**src/design/adc_seq_consts.vh**
```
// Constants for the converter conversion sequencer
// Assumes inclusion by bare name from the sequencer module
`ifndef ADC_SEQ_CONSTS_VH
`define ADC_SEQ_CONSTS_VH
// Register offsets on the plain port
`define ADDR_W 3
`define REG_CTRL 3'h0
`define REG_SEL 3'h1
`define REG_RES_LO 3'h2
`define REG_RES_HI 3'h3
`define REG_STAT 3'h4
// Control register fields
`define CTRL_DIV_LSB 0
`define CTRL_DIV_MSB 2
`define CTRL_CLR_FLAG 4
`define CTRL_FLAG 4
`define CTRL_ATE 5
`define CTRL_SC 6
`define CTRL_EN 7
// Selection register fields
`define SEL_CH_MSB 4
`define SEL_DIFF 5
`define SEL_REF_LSB 6
`define SEL_REF_MSB 7
`define CTRL_RST 8'h00
`define SEL_RST 8'h00
`define DATA_ZERO 8'h00
`define RES_RST 10'h000
// Cycle counts in converter clocks, TRIG_SYNC in CPU clocks; lengths and TRIG_SH_CYC whole, NORM_SH_HALF, DIFF_SH_HALF, FIRST_SH_HALF in half cycles
`define NORM_LEN 6'd13
`define DIFF_HI_LEN 6'd14
`define FIRST_LEN 6'd25
`define NORM_SH_HALF 6'd3
`define DIFF_SH_HALF 6'd5
`define FIRST_SH_HALF 6'd27
`define TRIG_SH_CYC 6'd2
`define TRIG_SYNC 2'd3
`define ONE6 6'd1
`define ZERO6 6'd0
`define ONE7 7'd1
`define ZERO7 7'd0
`endif

```
**src/design/adc_conversion_sequencer.v**
```verilog
// Conversion sequencer for a 10-bit successive-approximation converter
// Assumes a CPU-clock plain register port; analogue core sits outside
//
// Overview of operation
// RULE1 - Software keeps converter clock within range
// RULE2 - Prescaler runs only while enabled
// RULE3 - Start on next converter clock edge
// RULE4 - Normal conversion lasts 13 cycles
// RULE5 - First conversion after enable: 25 cycles
// RULE6 - Sample at 1.5 or 13.5 cycles
// RULE7 - Completion stores result, flags, clears start
// RULE8 - Trigger resets prescaler, sample after two
// RULE9 - Trigger synchronisation adds three CPU cycles
// RULE10 - Free running restarts, start bit stays
// RULE11 - Differential: 13 or 14 by phase
// RULE12 - Free running differential restarts take 14
// RULE13 - Software toggles enable for differential triggering
// RULE14 - Selection copied through holding register
// RULE15 - Selection locked until final cycle
// RULE16 - Software waits before changing selection
// RULE17 - Software changes selection in safe windows
// RULE18 - Software waits for differential settling
// RULE19 - Free running change affects later conversion
// RULE20 - Sleep entry starts idle single conversion
// RULE21 - Sleep conversion still raises completion request
// RULE22 - Other sleep modes leave enable alone
// RULE23 - Start bit reads one during conversion
// RULE24 - Trigger edges ignored while converting
// RULE25 - Prescaler divides by selected ratio
//
// Design decisions made here: the address-and-strobe port and the address map.
`timescale 1ns/1ps
`include "adc_seq_consts.vh"
module adc_conversion_sequencer (
   // Clock, reset, enable
   input wire clk_i,
   input wire rst_n_i,
   input wire ce_i,
   // Register port
   input wire [`ADDR_W-1:0] addr_i,
   input wire [7:0] wdata_i,
   input wire wr_i,
   input wire rd_i,
   output reg [7:0] rdata_o,
   // System events
   input wire trigger_i,
   input wire free_run_i,
   input wire sleep_adc_i,
   input wire cpu_halted_i,
   // Analogue core
   input wire [9:0] core_result_i,
   output reg conv_clk_o,
   output reg sample_hold_o,
   output reg converting_o,
   output reg [4:0] channel_select_o,
   output reg [1:0] reference_select_o,
   output reg diff_active_o,
   output reg conv_done_o,
   output reg irq_o
);
   // Control state
   reg converter_enable;
   reg auto_trigger_enable;
   reg start_conversion_bit;
   reg conversion_complete_flag;
   reg [2:0] clock_divide_select;
   reg [7:0] input_select_register;
   reg [9:0] result;
   // Prescaler
   reg [6:0] presc;
   reg adc_tick;
   reg half_rate_phase_clock;
   // Sequencer
   localparam ST_IDLE = 3'b001;
   localparam ST_WAIT = 3'b010;
   localparam ST_CONV = 3'b100;
   reg [2:0] state;
   reg [5:0] cyc;
   reg [5:0] conv_len;
   reg [5:0] sh_at;
   reg first_pending;
   reg sleep_started;
   reg trig_mode;
   // Pin synchronisers; first stage read only by second
   reg trig_s1, trig_s2, trig_s3;
   reg halt_s1, halt_s2;
   reg [1:0] trig_cnt;
   reg trig_pend;
   reg prev_halt;
   wire trig_rise = trig_s2 & ~trig_s3;

   // Division ratio 2^(sel), select 0 also divides by two
   function [6:0] div_limit;
      input [2:0] sel;
      begin
         div_limit = (sel == 3'h0) ? `ONE7 : ((`ONE7 << sel) - `ONE7);
      end
   endfunction

   wire ctrl_wr = wr_i & (addr_i == `REG_CTRL);
   wire start_wr = ctrl_wr & wdata_i[`CTRL_SC] & wdata_i[`CTRL_EN];
   wire done_now = (state == ST_CONV) & adc_tick & (cyc == conv_len);
   wire sleep_go = sleep_adc_i & halt_s2 & ~prev_halt & converter_enable
                   & ~auto_trigger_enable & (state == ST_IDLE)
                   & ~start_conversion_bit;
   wire trig_fire = trig_pend & (trig_cnt == `TRIG_SYNC);

   // Synchronise the trigger and halt pins
   always @(posedge clk_i or negedge rst_n_i) begin
      if (!rst_n_i) begin
         trig_s1 <= 1'b0;
         trig_s2 <= 1'b0;
         trig_s3 <= 1'b0;
         halt_s1 <= 1'b0;
         halt_s2 <= 1'b0;
         prev_halt <= 1'b0;
      end else if (ce_i) begin
         trig_s1 <= trigger_i;
         trig_s2 <= trig_s1;
         trig_s3 <= trig_s2;
         halt_s1 <= cpu_halted_i;
         halt_s2 <= halt_s1;
         prev_halt <= halt_s2;
      end
   end

   // Trigger edge waits three CPU cycles before acting
   always @(posedge clk_i or negedge rst_n_i) begin
      if (!rst_n_i) begin
         trig_pend <= 1'b0;
         trig_cnt <= 2'd0;
      end else if (ce_i) begin
         if (trig_fire || !converter_enable || !auto_trigger_enable) begin
            trig_pend <= 1'b0;
            trig_cnt <= 2'd0;
         end else if (trig_pend) begin
            trig_cnt <= trig_cnt + 2'd1; // [RULE9]
         end else if (trig_rise && state == ST_IDLE) begin
            trig_pend <= 1'b1; // Busy edges dropped [RULE24]
            trig_cnt <= 2'd1;
         end
      end
   end

   // Prescaler, held reset while disabled or on trigger
   always @(posedge clk_i or negedge rst_n_i) begin
      if (!rst_n_i) begin
         presc <= `ZERO7;
         adc_tick <= 1'b0;
         half_rate_phase_clock <= 1'b0;
      end else if (ce_i) begin
         if (!converter_enable || trig_fire) begin
            presc <= `ZERO7; // [RULE2] [RULE8]
            adc_tick <= 1'b0;
            if (!converter_enable)
               half_rate_phase_clock <= 1'b0;
         end else if (presc >= div_limit(clock_divide_select)) begin
            presc <= `ZERO7; // [RULE25]
            adc_tick <= 1'b1;
            half_rate_phase_clock <= ~half_rate_phase_clock;
         end else begin
            presc <= presc + `ONE7;
            adc_tick <= 1'b0;
         end
      end
   end

   // Conversion sequencer
   always @(posedge clk_i or negedge rst_n_i) begin
      if (!rst_n_i) begin
         state <= ST_IDLE;
         cyc <= `ZERO6;
         conv_len <= `NORM_LEN;
         sh_at <= `NORM_SH_HALF;
         first_pending <= 1'b1;
         sleep_started <= 1'b0;
         trig_mode <= 1'b0;
         converter_enable <= 1'b0;
         auto_trigger_enable <= 1'b0;
         start_conversion_bit <= 1'b0;
         conversion_complete_flag <= 1'b0;
         clock_divide_select <= 3'h0;
         input_select_register <= `SEL_RST;
         channel_select_o <= 5'h00;
         reference_select_o <= 2'h0;
         diff_active_o <= 1'b0;
         result <= `RES_RST;
         sample_hold_o <= 1'b0;
         converting_o <= 1'b0;
         conv_done_o <= 1'b0;
         irq_o <= 1'b0;
      end else if (ce_i) begin
         conv_done_o <= 1'b0;
         // Holding register write; sleep entry leaves enable alone [RULE22]
         if (wr_i && addr_i == `REG_SEL)
            input_select_register <= wdata_i; // [RULE14]
         if (ctrl_wr) begin
            converter_enable <= wdata_i[`CTRL_EN];
            auto_trigger_enable <= wdata_i[`CTRL_ATE];
            clock_divide_select <= wdata_i[`CTRL_DIV_MSB:`CTRL_DIV_LSB];
            if (wdata_i[`CTRL_EN] && !converter_enable)
               first_pending <= 1'b1; // [RULE5]
         end
         // Selection follows holding register, locked until the whole last cycle
         if (state != ST_CONV || cyc == conv_len) begin
            channel_select_o <= input_select_register[`SEL_CH_MSB:0]; // [RULE15]
            reference_select_o <= input_select_register[`SEL_REF_MSB:`SEL_REF_LSB];
            diff_active_o <= input_select_register[`SEL_DIFF];
         end
         // Flag: set wins over a write-one clear
         if (done_now)
            conversion_complete_flag <= 1'b1;
         else if (ctrl_wr && wdata_i[`CTRL_CLR_FLAG])
            conversion_complete_flag <= 1'b0;
         // Interrupt request level follows the flag [RULE21]
         irq_o <= conversion_complete_flag | done_now;
         if (!converter_enable || (ctrl_wr && !wdata_i[`CTRL_EN])) begin
            state <= ST_IDLE;
            start_conversion_bit <= 1'b0;
            converting_o <= 1'b0;
            sample_hold_o <= 1'b0;
            if (ctrl_wr && wdata_i[`CTRL_EN] && start_wr) begin
               start_conversion_bit <= 1'b1;
               state <= ST_WAIT;
            end
         end else begin
            case (state)
               ST_IDLE: begin
                  if (start_wr || sleep_go) begin // [RULE20]
                     start_conversion_bit <= 1'b1;
                     sleep_started <= sleep_go;
                     trig_mode <= 1'b0;
                     state <= ST_WAIT;
                  end else if (trig_fire) begin
                     start_conversion_bit <= 1'b1; // [RULE23]
                     trig_mode <= 1'b1;
                     state <= ST_WAIT;
                  end
               end
               ST_WAIT: begin
                  if (adc_tick) begin // [RULE3]
                     state <= ST_CONV;
                     converting_o <= 1'b1;
                     cyc <= `ONE6;
                     first_pending <= 1'b0;
                     if (first_pending) begin
                        conv_len <= `FIRST_LEN; // [RULE5]
                        sh_at <= `FIRST_SH_HALF; // [RULE6]
                     end else if (diff_active_o && half_rate_phase_clock) begin
                        conv_len <= `DIFF_HI_LEN; // [RULE11]
                        sh_at <= `DIFF_SH_HALF;
                     end else begin
                        conv_len <= `NORM_LEN; // [RULE4]
                        sh_at <= trig_mode ? (`TRIG_SH_CYC << 1) : `NORM_SH_HALF;
                     end
                  end
               end
               ST_CONV: begin
                  // Whole-cycle strobe covering the sample point; even points too [RULE6] [RULE8]
                  if (adc_tick)
                     sample_hold_o <= (cyc == (sh_at >> 1));
                  if (done_now) begin
                     result <= core_result_i; // [RULE7]
                     conv_done_o <= 1'b1;
                     sample_hold_o <= 1'b0;
                     sleep_started <= 1'b0;
                     if (free_run_i && auto_trigger_enable) begin
                        cyc <= `ONE6; // Restart at once [RULE10] [RULE19]
                        conv_len <= diff_active_o ? `DIFF_HI_LEN : `NORM_LEN; // [RULE12]
                        sh_at <= diff_active_o ? `DIFF_SH_HALF : `NORM_SH_HALF;
                     end else begin
                        state <= ST_IDLE;
                        converting_o <= 1'b0;
                        start_conversion_bit <= 1'b0; // [RULE7]
                     end
                  end else if (adc_tick) begin
                     cyc <= cyc + `ONE6;
                  end
               end
               default: state <= ST_IDLE;
            endcase
         end
      end
   end

   // Converter clock out, registered copy of the phase clock
   always @(posedge clk_i or negedge rst_n_i) begin
      if (!rst_n_i)
         conv_clk_o <= 1'b0;
      else if (ce_i)
         conv_clk_o <= half_rate_phase_clock;
   end

   // Read data one cycle after the strobe; unmapped reads zero
   always @(posedge clk_i or negedge rst_n_i) begin
      if (!rst_n_i) begin
         rdata_o <= `DATA_ZERO;
      end else if (ce_i) begin
         rdata_o <= `DATA_ZERO;
         if (rd_i) begin
            case (addr_i)
               `REG_CTRL: rdata_o <= {converter_enable, start_conversion_bit,
                  auto_trigger_enable, conversion_complete_flag, 1'b0, clock_divide_select};
               `REG_SEL: rdata_o <= input_select_register;
               `REG_RES_LO: rdata_o <= result[7:0];
               `REG_RES_HI: rdata_o <= {6'h00, result[9:8]};
               `REG_STAT: rdata_o <= {4'h0, sleep_started, half_rate_phase_clock,
                  first_pending, converting_o};
               default: rdata_o <= `DATA_ZERO;
            endcase
         end
      end
   end
endmodule

```
**config.mk**
```make
export PLATFORM = sky130hd
export DESIGN_NAME = adc_conversion_sequencer
export DESIGN_NICKNAME = d
export VERILOG_FILES = /design/src/design/adc_conversion_sequencer.v
export VERILOG_INCLUDE_DIRS = /design/src /design/src/design
export SDC_FILE = /design/constraint.sdc
export NUM_CORES = 1
export LEC_CHECK = 0
export BUFFER_PORTS_ARGS = -buffer_cell sky130_fd_sc_hd__clkbuf_2
export CAP_MARGIN = 10
export CORE_AREA = 8 8 111 123
export DETAILED_ROUTE_END_ITERATION = 8
export DIE_AREA = 0 0 119 131
export SKIP_CTS_REPAIR_TIMING = 1
export SLEW_MARGIN = 20
export SYNTH_ARGS = -nofsm -noshare
export SYNTH_HDL_FRONTEND = slang
export SYNTH_SLANG_ARGS = --single-unit
```
**constraint.sdc**
```tcl
create_clock -name clk_i -period 2.43 [get_ports clk_i]
set_clock_uncertainty 0.1 [all_clocks]
set_input_delay 0.243 -clock clk_i [delete_from_list [all_inputs] [get_ports clk_i]]
set_output_delay 0.243 -clock clk_i [all_outputs]
set_load 0.02 [all_outputs]
```
==> flow_metrics.tcl, run 1 <==
set metrics [dict create \
    routedWlPerCell_um 17.8 \
    final_common_cell "dfrtp_1" \
    layout.cells.non_filler 615 \
    core_area_um2 11700 \
    min_path_type "primary input to flip-flop" \
    root_buffer "clkbuf_16" \
    grt_overflow_total 0 \
    fin_crit_ns 2.18 \
    peakVddDrop_v 0.000337 \
    grt_max_degree 47 \
    ys_seq_area_share_pct 47.7 \
    vias_per_cell 5.35 \
    maxCapViolations 0 \
    drive_above_1_share_pct 29.3 \
    relSlewSlack_pct 50.4 \
    timing.critical_path.required_ns 2.55 \
    critical_path_class "flip-flop to flip-flop" \
    synthMuxAreaShare_pct 12.3 \
    synth-edff-count 0 \
    crit_family "simple AND/OR/NAND/NOR gates" \
    antenna_found_initial 0 \
    antennaDiodeCount 0 \
    grt_first_pass_wirelength_mm 18.2 \
    hold_viol_final 0 \
    slew_violations 0 \
    num-fill-cells 1122 \
    drt_iter0_drc 181 \
    synth_adder_area_share_pct 2.61 \
    min_period_over_period_pct 89.8 \
    via_count 3289 \
    clkSinkCount 82 \
    hpwl_mm 8.38 \
    yosys.area_share.simple_pct 14.1 \
    htree_levels 3 \
    cp_slowest_cell "dfrtp_1" \
    cp_cell_sequence "nor3b_2 > nand2_1 > nor4_4 > buf_4 > mux2_2" \
    synth_cells 396 \
    drt_wl_total_mm 10.9 \
    syn-cell-area_um2 4320 \
    synthDominantCellAreaShare_pct 44.6 \
    cp.arrival_ns 2.30 \
    postSynthAreaPerCell_um2 10.9 \
    row_count 42 \
    ys_warn_count 0 \
    ys_types 65 \
    grt_pass1_vias 3377 \
    rsz0062_at_grt "no" \
    drc 0 \
    clk_pin_slew_worst_paths_ns 0.06 \
    cts_made_buffers 9 \
    finalSetupTns_ns 0 \
    io_pins 51 \
    clock.fmax_mhz 459 \
    ys_seq_elements 82 \
    highest_layer "met4" \
    final_cell_mix "dfrtp_1, clkbuf_2, nand2_1, mux2_2, nor2_1" \
    gp_congestion 0.860 \
    max_stage_delay_ns 0.48 \
    async_flop_share_pct 100 \
    routed-wl-met3_um 452 \
    endpoint_kind "flip-flop" \
    start_util_pct 36.8 \
    die_h_um 131 \
    synth_top_family_by_area "compound AO/OA/AOI/OAI gates" \
    die_width_um 119 \
    crit_buf_inv 1 \
    drt-met1-wl_mm 4.91 \
    leakagePower_uw 0.00235 \
    place_inst 598 \
    port-buffer-count 50 \
    ys.flop_type "dfrtp_1" \
    worst_pin_slew_ns 0.738 \
    synth_compound_area_share_pct 17.6 \
    synth-xor-area-share_pct 2.43 \
    firstDrtPassIters 4 \
    yosys.area.top_type "dfrtp_1" \
    syn_nets 435 \
    met2_length_mm 5.24 \
    ant_nets 0 \
    cts_tree "done" \
    area_growth_pct 18.4 \
    grt_usage_pct 14.9 \
    outcome "finished clean" \
    final-setup-viol-count 0 \
    final_nets 495 \
    path_max_fanout 11 \
    dieArea_um2 15600 \
    synthTopCellsByArea "dfrtp_1, mux2_2, mux2_4" \
    clock_path_buffers 2 \
    power_density_nw_per_um2 720 \
    clkLatencyLatePin_ns 0.34 \
    crit_path_start_kind "flip-flop" \
]
## state kept, by name (all words and copies together), names as in the netlist, 2 cells and up
| name | flops |
|---|---|
| channel_select_o | 5 |
| clock_divide_select | 3 |
| conv_len | 3 |
| cyc | 6 |
| input_select_register | 8 |
| presc | 7 |
| rdata_o | 8 |
| reference_select_o | 2 |
| result | 10 |
| sh_at | 3 |
| state | 3 |
| trig_cnt | 2 |
## cells by family (layout without fill, tap and decap cells)
family,after synthesis,in the layout
simple gates,112,112
compound gates,105,105
flops,82,82
mux,45,45
buf+inv,31,96
xor+xnor,12,12
fa+ha+maj,9,9
## through the flow
stage               hold slack, ns  setup WS (ns)  util [%]  total power, uW  cell area [um^2]
floorplan                   -0.153          0.443         -             2110              4320
global placement             0.192          0.332      41.1             2380              4810
detailed placement           0.202          0.279      41.1             2390              4810
CTS                         -0.166          0.276      43.5             3730              5100
global route                0.0326          0.105      43.6             3880              5110
finish                      0.0359          0.249      43.6             3680              5110
## cell type report
cell class | count | area, um^2 | area share, %
clock inverters | 6 | 58.8 | 1.15
clock buffers | 10 | 229 | 4.48
multi-input cells | 283 | 2130 | 41.6
flip-flops and latches | 82 | 2060 | 40.3
repair buffers | 68 | 403 | 7.88
inverters | 12 | 45.0 | 0.881
well taps | 154 | 193 | 3.77
## synthesized netlist by cell type, drive strengths merged, types with 6 or more instances
cell type and n:
dfrtp 77, mux2 38, nand2 29, nor2 24
o21ai 21, a21oi 17, nand3 14, o2bb2ai 13
buf 12, inv 12, ha 9, nor2b 8
a31oi 7, clkbuf 7, mux2i 7, nor3 7
o211ai 6, xnor2 6, xor2 6
## worst paths after layout
kind | start | end | slack [ns] | cells past startpoint
setup / recovery | state[1] | result[0] | 0.25 | 5
hold / removal | core_result_i[6] | result[6] | 0.04 | 2
setup reg to reg | state[1] | result[0] | 0.25 | 5
hold reg to reg | conv_len[0] | conv_len[0] | 0.37 | 2
max in group asynchronous | rst_n_i | conv_len[2] | 1.18 | 3
min in group asynchronous | rst_n_i | result[1] | 0.38 | 2
## metal layers
metal	track usage, %	up-vias
met3	3.09	21
met5	0	-
li1	-	1584
met2	23.1	83
met1	19.1	1601
met4	8.34	0
## report_power, final
| group | switching (uW) | total (uW) | internal, uW |
|---|---|---|---|
| logic | 380 | 676 | 296 |
| registers | 163 | 1690 | 1520 |
| clock network | 528 | 1320 | 790 |
| total | 1070 | 3680 | 2610 |
## worst register-to-register path, cell delays in order, from the launching register on
cell,delay (ns)
dfrtp_1,0.48
nor3b_2,0.42
nand2_1,0.21
nor4_4,0.21
buf_4,0.29
mux2_2,0.36
No activity file was read; power rests on OpenSTA's default activity.
==> inputs of run 2 (changes only) <==
--- a/config.mk
+++ b/config.mk
@@ -8,9 +8,10 @@
 export LEC_CHECK = 0
 export BUFFER_PORTS_ARGS = -buffer_cell sky130_fd_sc_hd__clkbuf_2
 export CAP_MARGIN = 10
-export CORE_AREA = 8 8 111 123
+export CORE_AREA = 8 8 98 109
 export DETAILED_ROUTE_END_ITERATION = 8
-export DIE_AREA = 0 0 119 131
+export DIE_AREA = 0 0 106 117
+export PLACE_DENSITY = 0.69
 export SKIP_CTS_REPAIR_TIMING = 1
 export SLEW_MARGIN = 20
 export SYNTH_ARGS = -nofsm -noshare
==> flow_metrics.tcl, run 2 (synthesis results as in run 1) <==
set metrics [dict create \
    outcome "finished clean" \
    clkLatencyLatePin_ns 0.37 \
    fin_crit_ns 2.17 \
    area_growth_pct 16.3 \
    firstDrtPassIters 4 \
    placed_area_um2 4770 \
    path_max_fanout 11 \
    final_common_cell "dfrtp_1" \
    num-fill-cells 796 \
    endpoint_kind "flip-flop" \
    max_stage_delay_ns 0.49 \
    grt_first_pass_wirelength_mm 17.3 \
    port-buffer-count 50 \
    grt_usage_pct 17.6 \
    top_register "result" \
    maxCapViolations 0 \
    cts_made_buffers 9 \
    gp_congestion 0.860 \
    cts_tree "done" \
    start_util_pct 47.8 \
    drt_iter0_drc 161 \
    final-setup-viol-count 0 \
    rsz0062_at_grt "no" \
    worst_pin_slew_ns 0.601 \
    ant_nets 0 \
    power_density_nw_per_um2 667 \
    htree_levels 3 \
    slew_violations 0 \
    antenna_found_initial 0 \
    antennaDiodeCount 0 \
    io_pins 51 \
    cp.arrival_ns 2.34 \
    finalSetupTns_ns 0 \
    drive_above_1_share_pct 29.1 \
    cp_cell_sequence "nor3b_2 > nand2_1 > nor4_2 > buf_4 > mux2_2" \
    row_count 37 \
    crit_buf_inv 1 \
    final_cell_mix "dfrtp_1, clkbuf_2, nand2_1, mux2_2, nor2_1" \
    timing.critical_path.required_ns 2.59 \
    peakVddDrop_v 0.000284 \
    vias_per_cell 5.78 \
    layout.cells.non_filler 584 \
    stdcell_area_um2 5020 \
    crit_family "simple AND/OR/NAND/NOR gates" \
    place_inst 562 \
    final_nets 501 \
    via_count 3374 \
    clkSinkCount 82 \
    clk_pin_slew_worst_paths_ns 0.09 \
    relSlewSlack_pct 59.9 \
    cp_slowest_cell "dfrtp_1" \
    drt_wl_total_mm 10.5 \
    leakagePower_uw 0.00231 \
    root_buffer "clkbuf_8" \
    reg_top3 "result (10), input_select_register (8), rdata_o (8)" \
    drc 0 \
    dieArea_um2 12400 \
    crit_path_start_kind "flip-flop" \
    min_path_type "primary input to flip-flop" \
    core_area_um2 9030 \
    die_width_um 106 \
    hold_viol_final 0 \
    grt_pass1_vias 3356 \
    post-route-util_pct 55.6 \
    grt_max_degree 47 \
    min_period_over_period_pct 89.5 \
    critical_path_class "flip-flop to flip-flop" \
    clock.fmax_mhz 460 \
    grt_overflow_total 0 \
    clock_path_buffers 2 \
    hpwl_mm 7.83 \
    holdWs_ns 0.00460 \
    routedWlPerCell_um 18.0 \
    die_h_um 117 \
    largest_reg_flops 10 \
]
==> run 2: cell count changes in the layout (fill, tap and decap cells not counted) <==
| cell | change |
|---|---|
| clkbuf_16 | -9 |
| clkbuf_8 | +9 |
| dlygate4sd3_1 | +5 |
| clkinv_2 | -3 |
| clkinvlp_4 | +2 |
| buf_4 | +1 |
| clkinv_4 | +1 |
| nor4_2 | +1 |
| nor4_4 | -1 |
==> run 2: path summary, 6_finish.rpt <==
kind,from,slack [ns],cells past startpoint,to
max in group asynchronous,rst_n_i,1.21,3,first_pending
worst min register to register,conv_len[0],0.39,2,conv_len[0]
min in group asynchronous,rst_n_i,0.33,2,rdata_o[1]
worst max register to register,state[1],0.26,5,result[0]
worst max-delay path,state[1],0.26,5,result[0]
worst min-delay path,core_result_i[2],0.005,2,result[2]
==> run 2: area by class of cell <==
| type | count | area, um^2 | area share (%) |
|---|---|---|---|
| timing repair buffer | 74 | 460 | 9.17 |
| multi-input combinational | 283 | 2120 | 42.2 |
| tap | 117 | 146 | 2.91 |
| sequential | 82 | 2060 | 41.0 |
| clock buffer | 10 | 128 | 2.54 |
| clock inverter | 6 | 67.6 | 1.35 |
| inverter | 12 | 45.0 | 0.897 |
==> run 2: layer usage <==
metal  track usage [%]  vias to the layer above  routed length [um]
met5                 0                        -                   0
met4              6.10                        0                 163
met3              3.50                       16                 418
met2              28.6                       66                5060
met1              23.0                     1694                4880
li1                  -                     1598                   -
==> run 2: worst register-to-register path, cell delays in order, from the launching register on <==
cell	delay [ns]
dfrtp_1	0.49
nor3b_2	0.41
nand2_1	0.16
nor4_2	0.25
buf_4	0.30
mux2_2	0.36
==> run 2: through the flow <==
step	power, uW	worst slack [ns]
4_1_cts	3370	0.260
2_1_floorplan	2110	0.443
3_3_place_gp	2360	0.301
5_1_grt	3520	0.126
6_report	3350	0.256
3_5_place_dp	2380	0.265
==> run 2: where the power goes <==
group | internal (uW) | leakage [uW] | switching (uW)
registers | 1520 | 0.00106 | 161
clock network | 476 | 0.0000925 | 511
logic | 301 | 0.00116 | 381
